<file path="config.mk">
export PLATFORM = sky130hd
export DESIGN_NAME = stepper_indexer
export DESIGN_NICKNAME = d
export VERILOG_FILES = /design/src/logic/stepper_pkg.sv /design/src/logic/step_sync.sv /design/src/logic/stepper_indexer.sv
export SDC_FILE = /design/constraint.sdc
export NUM_CORES = 1
export LEC_CHECK = 0
export BUFFER_PORTS_ARGS = -buffer_cell sky130_fd_sc_hd__clkbuf_2
export CELL_PAD_IN_SITES_DETAIL_PLACEMENT = 2
export CELL_PAD_IN_SITES_GLOBAL_PLACEMENT = 2
export CORE_UTILIZATION = 28
export CTS_CLUSTER_SIZE = 16
export DETAILED_ROUTE_END_ITERATION = 8
export PLACE_DENSITY_LB_ADDON = 0.1
export SYNTH_ARGS = -nofsm -noshare
export SYNTH_HDL_FRONTEND = slang
export SYNTH_SLANG_ARGS = --single-unit
</file>
<file path="constraint.sdc">
create_clock -name clk_i -period 6.5 [get_ports clk_i]
set_input_delay 1.95 -clock clk_i [delete_from_list [all_inputs] [get_ports clk_i]]
set_output_delay 1.95 -clock clk_i [all_outputs]
set_load 0.03 [all_outputs]
</file>
<file path="src/logic/stepper_pkg.sv">
// constants, types and register map of the stepper indexer
package stepper_pkg;

   // indexer table geometry
   localparam int unsigned POS_W = 5;
   localparam logic [4:0] HOME_POS = 5'h04;
   localparam logic [4:0] QUARTER_POS = 5'h08;
   localparam logic [3:0] EDGE_MAG = 4'h8;
   localparam int unsigned LEVEL_W = 8;

   // winding magnitude, percent of full scale, for 0 to 8 eighths
   localparam logic [7:0] MAG_TABLE [0:8] = '{
      8'h64, 8'h62, 8'h5C, 8'h53, 8'h47, 8'h38, 8'h26, 8'h14, 8'h00
   };

   // resolution select codes
   localparam logic [1:0] RES_FULL = 2'h0;
   localparam logic [1:0] RES_HALF = 2'h1;
   localparam logic [1:0] RES_QUARTER = 2'h2;
   localparam logic [1:0] RES_EIGHTH = 2'h3;

   // step size in table entries for each resolution
   localparam logic [4:0] STEP_FULL = 5'h08;
   localparam logic [4:0] STEP_HALF = 5'h04;
   localparam logic [4:0] STEP_QUARTER = 5'h02;
   localparam logic [4:0] STEP_EIGHTH = 5'h01;

   // number of overcurrent sense points, four transistors per bridge
   localparam int unsigned OC_W = 8;

   // register byte addresses
   localparam logic [7:0] REG_CTRL = 8'h00;
   localparam logic [7:0] REG_STATUS = 8'h04;
   localparam logic [7:0] REG_IRQ_STAT = 8'h08;
   localparam logic [7:0] REG_IRQ_MASK = 8'h0C;

   // field positions
   localparam int unsigned CTRL_BLOCK_BIT = 0;
   localparam int unsigned ST_POS_LSB = 0;
   localparam int unsigned ST_DRV_LSB = 8;
   localparam int unsigned ST_OCP_BIT = 12;
   localparam int unsigned ST_HOME_BIT = 13;

   // interrupt event bits
   localparam int unsigned IRQ_W = 4;
   localparam int unsigned IRQ_OCP = 0;
   localparam int unsigned IRQ_THERM = 1;
   localparam int unsigned IRQ_SUPPLY = 2;
   localparam int unsigned IRQ_STEP = 3;
   localparam logic [3:0] IRQ_RESET = 4'h0;

   // drive state, in order of precedence
   typedef enum logic [2:0] {
      DRV_SLEEP = 3'b000,
      DRV_SUPPLY = 3'b001,
      DRV_THERM = 3'b010,
      DRV_OCP = 3'b011,
      DRV_CLEAR = 3'b100,
      DRV_OFF = 3'b101,
      DRV_ON = 3'b110
   } drive_state_t;

endpackage

</file>
<file path="src/logic/step_sync.sv">
// synchroniser and rising-edge detector for step and direction inputs
module step_sync (
   input wire logic clk_i,
   input wire logic rst_i,
   input wire logic step_i,
   input wire logic dir_i,
   output logic step_rise_o,
   output logic dir_o
);

   logic step_meta_q;
   logic step_sync_q;
   logic step_prev_q;
   logic dir_meta_q;
   logic dir_sync_q;

   // two-stage capture, first stage read only by second
   always_ff @(posedge clk_i) begin
      if (rst_i) begin
         step_meta_q <= 1'b0;
         step_sync_q <= 1'b0;
         step_prev_q <= 1'b0;
         dir_meta_q <= 1'b0;
         dir_sync_q <= 1'b0;
      end else begin
         step_meta_q <= step_i;
         step_sync_q <= step_meta_q;
         step_prev_q <= step_sync_q;
         dir_meta_q <= dir_i;
         dir_sync_q <= dir_meta_q;
      end
   end

   // one pulse per synchronised rising edge
   assign step_rise_o = step_sync_q & ~step_prev_q;
   assign dir_o = dir_sync_q;

endmodule // step_sync

</file>
<file path="src/logic/stepper_indexer.sv">
// microstep indexer with protection gating and wishbone registers

// What this block does
// - eighth mode walks 32 states; coarser modes skip entries by 2, 4, 8
// - overcurrent latches bridges off until enable goes high then low
// - overcurrent event also returns the indexer to home
// - any overcurrent sense point, either direction, causes the shutdown
// - thermal trip disables drivers, homes indexer, resumes on its own
// - low supply disables bridges and charge pump, keeps clocks running, and homes indexer until it recovers
// - indexer clear low holds home and disables both bridges
// - step pulses are ignored while indexer clear is asserted
// - bridge enable low turns bridges on, high turns them off
// - indexer keeps stepping while bridges are disabled by enable
// - low-power input low stops bridges, charge pump and clocks
// - in low power every other host control and protection sense pin is ignored; wishbone writes still apply
// - each step rising edge moves the indexer one state
// - direction high steps forward, low steps backward
// - home is 45 degrees, both 71%; origin flag low only there
module stepper_indexer (
   input wire logic clk_i,
   input wire logic rst_i,
   // wishbone slave
   input wire logic [7:0] adr_i,
   input wire logic [31:0] dat_i,
   input wire logic [3:0] sel_i,
   input wire logic we_i,
   input wire logic cyc_i,
   input wire logic stb_i,
   output logic [31:0] dat_o,
   output logic ack_o,
   // host control pins
   input wire logic step_i,
   input wire logic dir_i,
   input wire logic resolution_sel_hi_i,
   input wire logic resolution_sel_lo_i,
   input wire logic indexer_clear_n_i,
   input wire logic bridge_on_n_i,
   input wire logic low_power_n_i,
   // protection sense
   input wire logic [7:0] overcurrent_trip_i,
   input wire logic thermal_trip_i,
   input wire logic supply_low_lockout_i,
   // drive outputs
   output logic signed [7:0] winding_a_level_o,
   output logic signed [7:0] winding_b_level_o,
   output logic winding_a_out_en_o,
   output logic winding_b_out_en_o,
   output logic charge_pump_en_o,
   output logic clocks_run_o,
   output logic at_origin_n_o,
   output logic irq_o
);

   logic step_rise;
   logic dir_level;
   logic [1:0] res_sel;
   logic [4:0] pos_q;
   logic [4:0] pos_d;
   logic [4:0] step_size;
   logic ocp_hit;
   logic ocp_latch_q;
   logic ocp_armed_q;
   logic sw_block_q;
   logic step_ok;
   logic force_home;
   stepper_pkg::drive_state_t drive_d;
   stepper_pkg::drive_state_t drive_q;
   logic bridges_on_q;
   logic pump_on_q;
   logic clocks_on_q;
   logic origin_n_q;
   logic signed [7:0] level_a_q;
   logic signed [7:0] level_b_q;
   logic [3:0] irq_stat_q;
   logic [3:0] irq_mask_q;
   logic [3:0] irq_event;
   logic therm_prev_q;
   logic supply_prev_q;
   logic ack_q;
   logic [31:0] rdata_q;
   logic bus_req;
   logic wr_now;

   // signed winding level for a table position
   function automatic logic signed [7:0] level_of(input logic [4:0] pos);
      logic [3:0] eighth;
      logic [3:0] rev;
      logic [7:0] mag;
      eighth = {1'b0, pos[2:0]};
      rev = stepper_pkg::EDGE_MAG - eighth;
      case (pos[4:3])
         2'h0: mag = stepper_pkg::MAG_TABLE[eighth];
         2'h1: mag = -stepper_pkg::MAG_TABLE[rev];
         2'h2: mag = -stepper_pkg::MAG_TABLE[eighth];
         default: mag = stepper_pkg::MAG_TABLE[rev];
      endcase
      return signed'(mag);
   endfunction

   step_sync u_sync (
      .clk_i(clk_i),
      .rst_i(rst_i),
      .step_i(step_i),
      .dir_i(dir_i),
      .step_rise_o(step_rise),
      .dir_o(dir_level)
   );

   assign ocp_hit = |overcurrent_trip_i;
   assign res_sel = {resolution_sel_hi_i, resolution_sel_lo_i};

   always_comb begin
      case (res_sel)
         stepper_pkg::RES_FULL: step_size = stepper_pkg::STEP_FULL;
         stepper_pkg::RES_HALF: step_size = stepper_pkg::STEP_HALF;
         stepper_pkg::RES_QUARTER: step_size = stepper_pkg::STEP_QUARTER;
         default: step_size = stepper_pkg::STEP_EIGHTH;
      endcase
   end

   always_comb begin
      if (!low_power_n_i) begin
         drive_d = stepper_pkg::DRV_SLEEP;
      end else if (supply_low_lockout_i) begin
         drive_d = stepper_pkg::DRV_SUPPLY;
      end else if (thermal_trip_i) begin
         drive_d = stepper_pkg::DRV_THERM;
      end else if (ocp_latch_q || ocp_hit) begin
         drive_d = stepper_pkg::DRV_OCP;
      end else if (!indexer_clear_n_i) begin
         drive_d = stepper_pkg::DRV_CLEAR;
      end else if (bridge_on_n_i || sw_block_q) begin
         drive_d = stepper_pkg::DRV_OFF;
      end else begin
         drive_d = stepper_pkg::DRV_ON;
      end
   end

   always_ff @(posedge clk_i) begin
      if (rst_i) begin
         drive_q <= stepper_pkg::DRV_CLEAR;
      end else begin
         drive_q <= drive_d;
      end
   end

   // home forcing conditions, none apply in low power
   // home on overcurrent
   assign force_home = low_power_n_i &
      (supply_low_lockout_i | thermal_trip_i | ocp_hit | ~indexer_clear_n_i);

   assign step_ok = step_rise & low_power_n_i & indexer_clear_n_i & ~force_home;

   always_comb begin
      pos_d = pos_q;
      if (force_home) begin
         pos_d = stepper_pkg::HOME_POS;
      end else if (step_ok) begin
         if (dir_level) begin
            pos_d = pos_q + step_size;
         end else begin
            pos_d = pos_q - step_size;
         end
      end
   end

   // position register wraps over 32 states
   always_ff @(posedge clk_i) begin
      if (rst_i) begin
         pos_q <= stepper_pkg::HOME_POS;
      end else begin
         pos_q <= pos_d;
      end
   end

   // overcurrent latch and enable toggle release
   always_ff @(posedge clk_i) begin
      if (rst_i) begin
         ocp_latch_q <= 1'b0;
         ocp_armed_q <= 1'b0;
      end else if (!low_power_n_i || supply_low_lockout_i) begin
         ocp_latch_q <= ocp_latch_q;
         ocp_armed_q <= ocp_armed_q;
      end else if (ocp_hit) begin
         ocp_latch_q <= 1'b1;
         ocp_armed_q <= 1'b0;
      end else if (ocp_latch_q && bridge_on_n_i) begin
         ocp_armed_q <= 1'b1;
      end else if (ocp_latch_q && ocp_armed_q) begin
         ocp_latch_q <= 1'b0;
         ocp_armed_q <= 1'b0;
      end
   end

   // output gating per drive state
   always_ff @(posedge clk_i) begin
      if (rst_i) begin
         bridges_on_q <= 1'b0;
         pump_on_q <= 1'b1;
         clocks_on_q <= 1'b1;
      end else begin
         case (drive_d)
            stepper_pkg::DRV_SLEEP: begin
               bridges_on_q <= 1'b0;
               pump_on_q <= 1'b0;
               clocks_on_q <= 1'b0;
            end
            stepper_pkg::DRV_SUPPLY: begin
               bridges_on_q <= 1'b0;
               pump_on_q <= 1'b0;
               clocks_on_q <= 1'b1;
            end
            stepper_pkg::DRV_ON: begin
               bridges_on_q <= 1'b1;
               pump_on_q <= 1'b1;
               clocks_on_q <= 1'b1;
            end
            default: begin
               bridges_on_q <= 1'b0;
               pump_on_q <= 1'b1;
               clocks_on_q <= 1'b1;
            end
         endcase
      end
   end

   // winding levels and origin flag from the next position
   // origin flag low at home only
   always_ff @(posedge clk_i) begin
      if (rst_i) begin
         level_a_q <= level_of(stepper_pkg::HOME_POS);
         level_b_q <= level_of(stepper_pkg::HOME_POS - stepper_pkg::QUARTER_POS);
         origin_n_q <= 1'b0;
      end else begin
         level_a_q <= level_of(pos_d);
         level_b_q <= level_of(pos_d - stepper_pkg::QUARTER_POS);
         origin_n_q <= (pos_d != stepper_pkg::HOME_POS);
      end
   end

   assign winding_a_level_o = level_a_q;
   assign winding_b_level_o = level_b_q;
   assign winding_a_out_en_o = bridges_on_q;
   assign winding_b_out_en_o = bridges_on_q;
   assign charge_pump_en_o = pump_on_q;
   assign clocks_run_o = clocks_on_q;
   assign at_origin_n_o = origin_n_q;

   // edge history for fault events
   always_ff @(posedge clk_i) begin
      if (rst_i) begin
         therm_prev_q <= 1'b0;
         supply_prev_q <= 1'b0;
      end else begin
         therm_prev_q <= thermal_trip_i;
         supply_prev_q <= supply_low_lockout_i;
      end
   end

   // interrupt events, none raised in low power
   always_comb begin
      irq_event = stepper_pkg::IRQ_RESET;
      irq_event[stepper_pkg::IRQ_OCP] = ocp_hit & ~ocp_latch_q & low_power_n_i;
      irq_event[stepper_pkg::IRQ_THERM] = thermal_trip_i & ~therm_prev_q & low_power_n_i;
      irq_event[stepper_pkg::IRQ_SUPPLY] = supply_low_lockout_i & ~supply_prev_q
         & low_power_n_i;
      irq_event[stepper_pkg::IRQ_STEP] = step_ok;
   end

   // wishbone request decode
   assign bus_req = cyc_i & stb_i;
   assign wr_now = bus_req & we_i & ack_q & sel_i[0];

   // sticky status, set wins over write-one clear
   always_ff @(posedge clk_i) begin
      if (rst_i) begin
         irq_stat_q <= stepper_pkg::IRQ_RESET;
      end else if (wr_now && adr_i == stepper_pkg::REG_IRQ_STAT) begin
         irq_stat_q <= (irq_stat_q & ~dat_i[3:0]) | irq_event;
      end else begin
         irq_stat_q <= irq_stat_q | irq_event;
      end
   end

   // writable control and mask
   always_ff @(posedge clk_i) begin
      if (rst_i) begin
         irq_mask_q <= stepper_pkg::IRQ_RESET;
         sw_block_q <= 1'b0;
      end else if (wr_now) begin
         if (adr_i == stepper_pkg::REG_CTRL) begin
            sw_block_q <= dat_i[stepper_pkg::CTRL_BLOCK_BIT];
         end else if (adr_i == stepper_pkg::REG_IRQ_MASK) begin
            irq_mask_q <= dat_i[3:0];
         end
      end
   end

   assign irq_o = |(irq_stat_q & irq_mask_q);

   // ack one cycle after request, dropped the cycle after
   always_ff @(posedge clk_i) begin
      if (rst_i) begin
         ack_q <= 1'b0;
      end else begin
         ack_q <= bus_req & ~ack_q;
      end
   end

   // read data captured with the ack
   always_ff @(posedge clk_i) begin
      if (rst_i) begin
         rdata_q <= 32'h0000_0000;
      end else if (bus_req && !ack_q) begin
         rdata_q <= 32'h0000_0000;
         if (adr_i == stepper_pkg::REG_CTRL) begin
            rdata_q[stepper_pkg::CTRL_BLOCK_BIT] <= sw_block_q;
         end else if (adr_i == stepper_pkg::REG_STATUS) begin
            rdata_q[stepper_pkg::ST_POS_LSB +: 5] <= pos_q;
            rdata_q[stepper_pkg::ST_DRV_LSB +: 3] <= drive_q;
            rdata_q[stepper_pkg::ST_OCP_BIT] <= ocp_latch_q;
            rdata_q[stepper_pkg::ST_HOME_BIT] <= ~origin_n_q;
         end else if (adr_i == stepper_pkg::REG_IRQ_STAT) begin
            rdata_q[3:0] <= irq_stat_q;
         end else if (adr_i == stepper_pkg::REG_IRQ_MASK) begin
            rdata_q[3:0] <= irq_mask_q;
         end
      end
   end

   assign dat_o = rdata_q;
   assign ack_o = ack_q;

endmodule // stepper_indexer

</file>
==> flow_summary.yaml <==
timing:
  fin_crit_ns: 5.47
  fmax_mhz: 183
  hold_viol_final: 0
  clock_skew_ns: 0.00827
  rsz0062_at_grt: "false"
  finalCritPeriodShare_pct: 84.1
  drv_slew: 0
  worst_pin_slew_ns: 1.01
  setup_tns_ns: 0
  slew_headroom_pct: 32.6
  setup_viol: 0
layout:
  diodes: 0
  layout_common_cells: "clkbuf_2 (67), dfxtp_1 (57), nor2_1 (49)"
  drive_gt1_share_pct: 23.6
  layout_commonest_cell: "clkbuf_2"
  area_growth_pct: 18.4
  fillers: 1394
  final_util_pct: 34.1
  final_net_count: 558
die:
  die_area_mm2: 0.0128
  fp.dieH_um: 113
  start_util_pct: 28.8
  num_io_pins: 121
  rows: 40
  die_width_um: 113
  core-area_mm2: 0.0120
cts:
  clk_latency_ns: 0.33
  clockRootBuffer: "clkbuf_16"
  cts_resized: 0
  clk_pin_slew_ns: 0.06
  cts_setup_buffers: 0
  cts_buffers: 9
  clockBufferDepth: 2
  hold_buffers: 0
  clock_sinks: 57
  htree_levels: 3
  cts_tree: "yes"
yosys:
  synth.distinct_cells: 66
  syn_area_mm2: 0.00346
  synth-edff-count: 0
  ys_seq_elements: 57
  yosys_warnings: 0
  ys_async_sr_fraction_pct: 0
  syn_area_per_cell_um2: 8.29
  synthCells: 417
  yosysSeqAreaShare_pct: 33.0
  synthFlopType: "dfxtp_1"
setup_path:
  reg2reg_depth: 15
  crit_path_max_incr_delay_ns: 0.54
  slowest_stage: "fa_1"
  cp_max_fo: 14
  cp-end-kind: "flop"
  crit_required_ns: 6.74
  critical_path.most_common_cell: "ha_1"
  path_cells: "clkbuf_2 -> and2_1 -> ha_1 -> inv_1 -> fa_1 -> a2bb2oi_1 -> buf_4 -> clkinv_1 -> ha_1 -> a21oi_1 -> ha_1 -> nand2_1 -> nor4_1 -> or3_1 -> a21oi_1 -> a211oi_1"
  cp.arrival_ns: 5.71
  critPathLaunchType: "input pin"
  path_class: "input pin to flop"
  reg2reg_slack_ns: 2.41
drt:
  antenna_left: 0
  drc: 0
  vias_per_cell: 5.18
  drt-initial-drc-count: 96
  post_drt_wl_per_cell_um: 17.2
  dr_total_vias: 3267
  drt_pass1_iterations: 4
  routed_wl_mm: 10.9
grt:
  grt_pass1_wl_mm: 17.4
  antenna_found_initial: 0
  use_met1_pct: 19.7
  grt_util_met2_pct: 32.5
  grt_pass1_vias: 3344
  grt_usage_pct: 17.8
  overflow: 0
  grtUsageMet3_pct: 4.98
  top_usage_layer: "met2"
  grt_max_degree: 56
min_path:
  hp-class: "flop to flop"
  hold_depth: 1
job:
  cap_violations: 0
pwr:
  vdd_drop_max_uv: 84.5
  p_leak_nw: 1.73
  power_density_mw_per_mm2: 220
outcome:
  status: "finished, final reports clean"
placed_design:
  dp_hpwl_mm: 7.97
  io_buffers: 67
  globalplace.congestion: 0.751
[routing by layer]
layer / part of all wire, % / vias up
met4: 2.3 / 0
li1: - / 1575
met5: 0 / -
met3: 3.6 / 19
met1: 42 / 1605
met2: 52 / 68
[cell families after synthesis]
group	Yosys count	synth area share (%)
adder cells (fa/ha/maj)	13	4.92
other	1	0.109
AND/OR/NAND/NOR	158	24.5
flip-flops	57	33.0
XOR/XNOR	3	0.760
multiplexers	9	3.11
AO/OA/AOI/OAI	113	22.3
buffers and inverters	63	11.3
[Yosys cell counts (3+ instances only)]
cell type,instances,area share [%]
buf_6,5,1.6
o21a_1,4,0.87
nand3b_1,5,1.1
o32ai_1,3,0.76
nor2b_1,8,1.4
a31oi_1,3,0.54
nand2b_1,8,1.4
o21ai_0,22,3.2
and2_1,5,0.91
nor3_1,19,2.8
inv_1,14,1.5
a21o_1,4,0.87
a211oi_1,5,1.1
buf_4,24,5.2
nor4_1,7,1.3
dfxtp_1,57,33
mux2_2,4,1.3
ha_1,12,4.3
clkinv_1,3,0.33
nand3_1,4,0.58
a22oi_1,11,2.4
nor2_1,49,5.3
or2_2,3,0.54
clkbuf_1,11,1.2
or3_1,6,1.1
mux2i_1,4,1.2
a21oi_1,33,4.8
buf_2,3,0.43
nand2_1,30,3.3
[through the flow]
stage | hold slack (ns) | cell area (um2) | cells | worst slack, ns | power, mW
4_1_cts | 0.441 | 4090 | 631 | 0.995 | 0.919
2_1_floorplan | 0.414 | 3530 | 438 | 1.00 | 0.422
3_5_place_dp | 0.439 | 3790 | 615 | 0.675 | 0.435
6_report | 0.437 | 4090 | 631 | 1.03 | 0.900
3_3_place_gp | 0.429 | 3790 | 615 | 0.735 | 0.433
5_1_grt | 0.453 | 4090 | 631 | 0.691 | 0.937
[registers in the layout, indices dropped and copies added (netlist names), 3 cells and up]
| register | cells |
|---|---|
| dat_o | 10 |
| drive_q | 3 |
| irq_mask_q | 4 |
| irq_stat_q | 4 |
| pos_q | 5 |
| winding_a_level_o | 8 |
| winding_b_level_o | 8 |
[area by class of cell]
type / count / area [um2] / area share (%)
Clock inverter: 7 / 71.3 / 1.74
Sequential cell: 57 / 1140 / 27.9
Clock buffer: 9 / 225 / 5.51
Timing Repair Buffer: 76 / 403 / 9.85
Multi-Input combinational cell: 318 / 2000 / 48.9
Tap cell: 147 / 184 / 4.50
Inverter: 17 / 63.8 / 1.56
[report_power, final]
part	switching [mW]	total, mW	internal [mW]
registers	0.00344	0.359	0.355
clock network	0.176	0.472	0.296
logic	0.0483	0.0688	0.0205
total	0.228	0.900	0.672
[critical path, delay by kind of cell]
| family | cells | cell delay [ns] |
|---|---|---|
| adders and majority gates | 4 | 1.39 |
| buffers and inverters | 4 | 0.78 |
| and+or+nand+nor | 4 | 0.71 |
| AOI/OAI and AO/OA | 4 | 0.85 |
[worst paths after layout]
kind | start | endpoint
worst max-delay path | resolution_sel_lo_i | winding_a_level_o[6]$_SDFF_PP1_
worst min-delay path | u_sync.dir_meta_q$_SDFF_PP0_ | u_sync.dir_o$_SDFF_PP0_
worst max register to register | u_sync.dir_o$_SDFF_PP0_ | winding_a_level_o[6]$_SDFF_PP1_
worst min register to register | u_sync.dir_meta_q$_SDFF_PP0_ | u_sync.dir_o$_SDFF_PP0_
(Power assumes the default switching activity.)
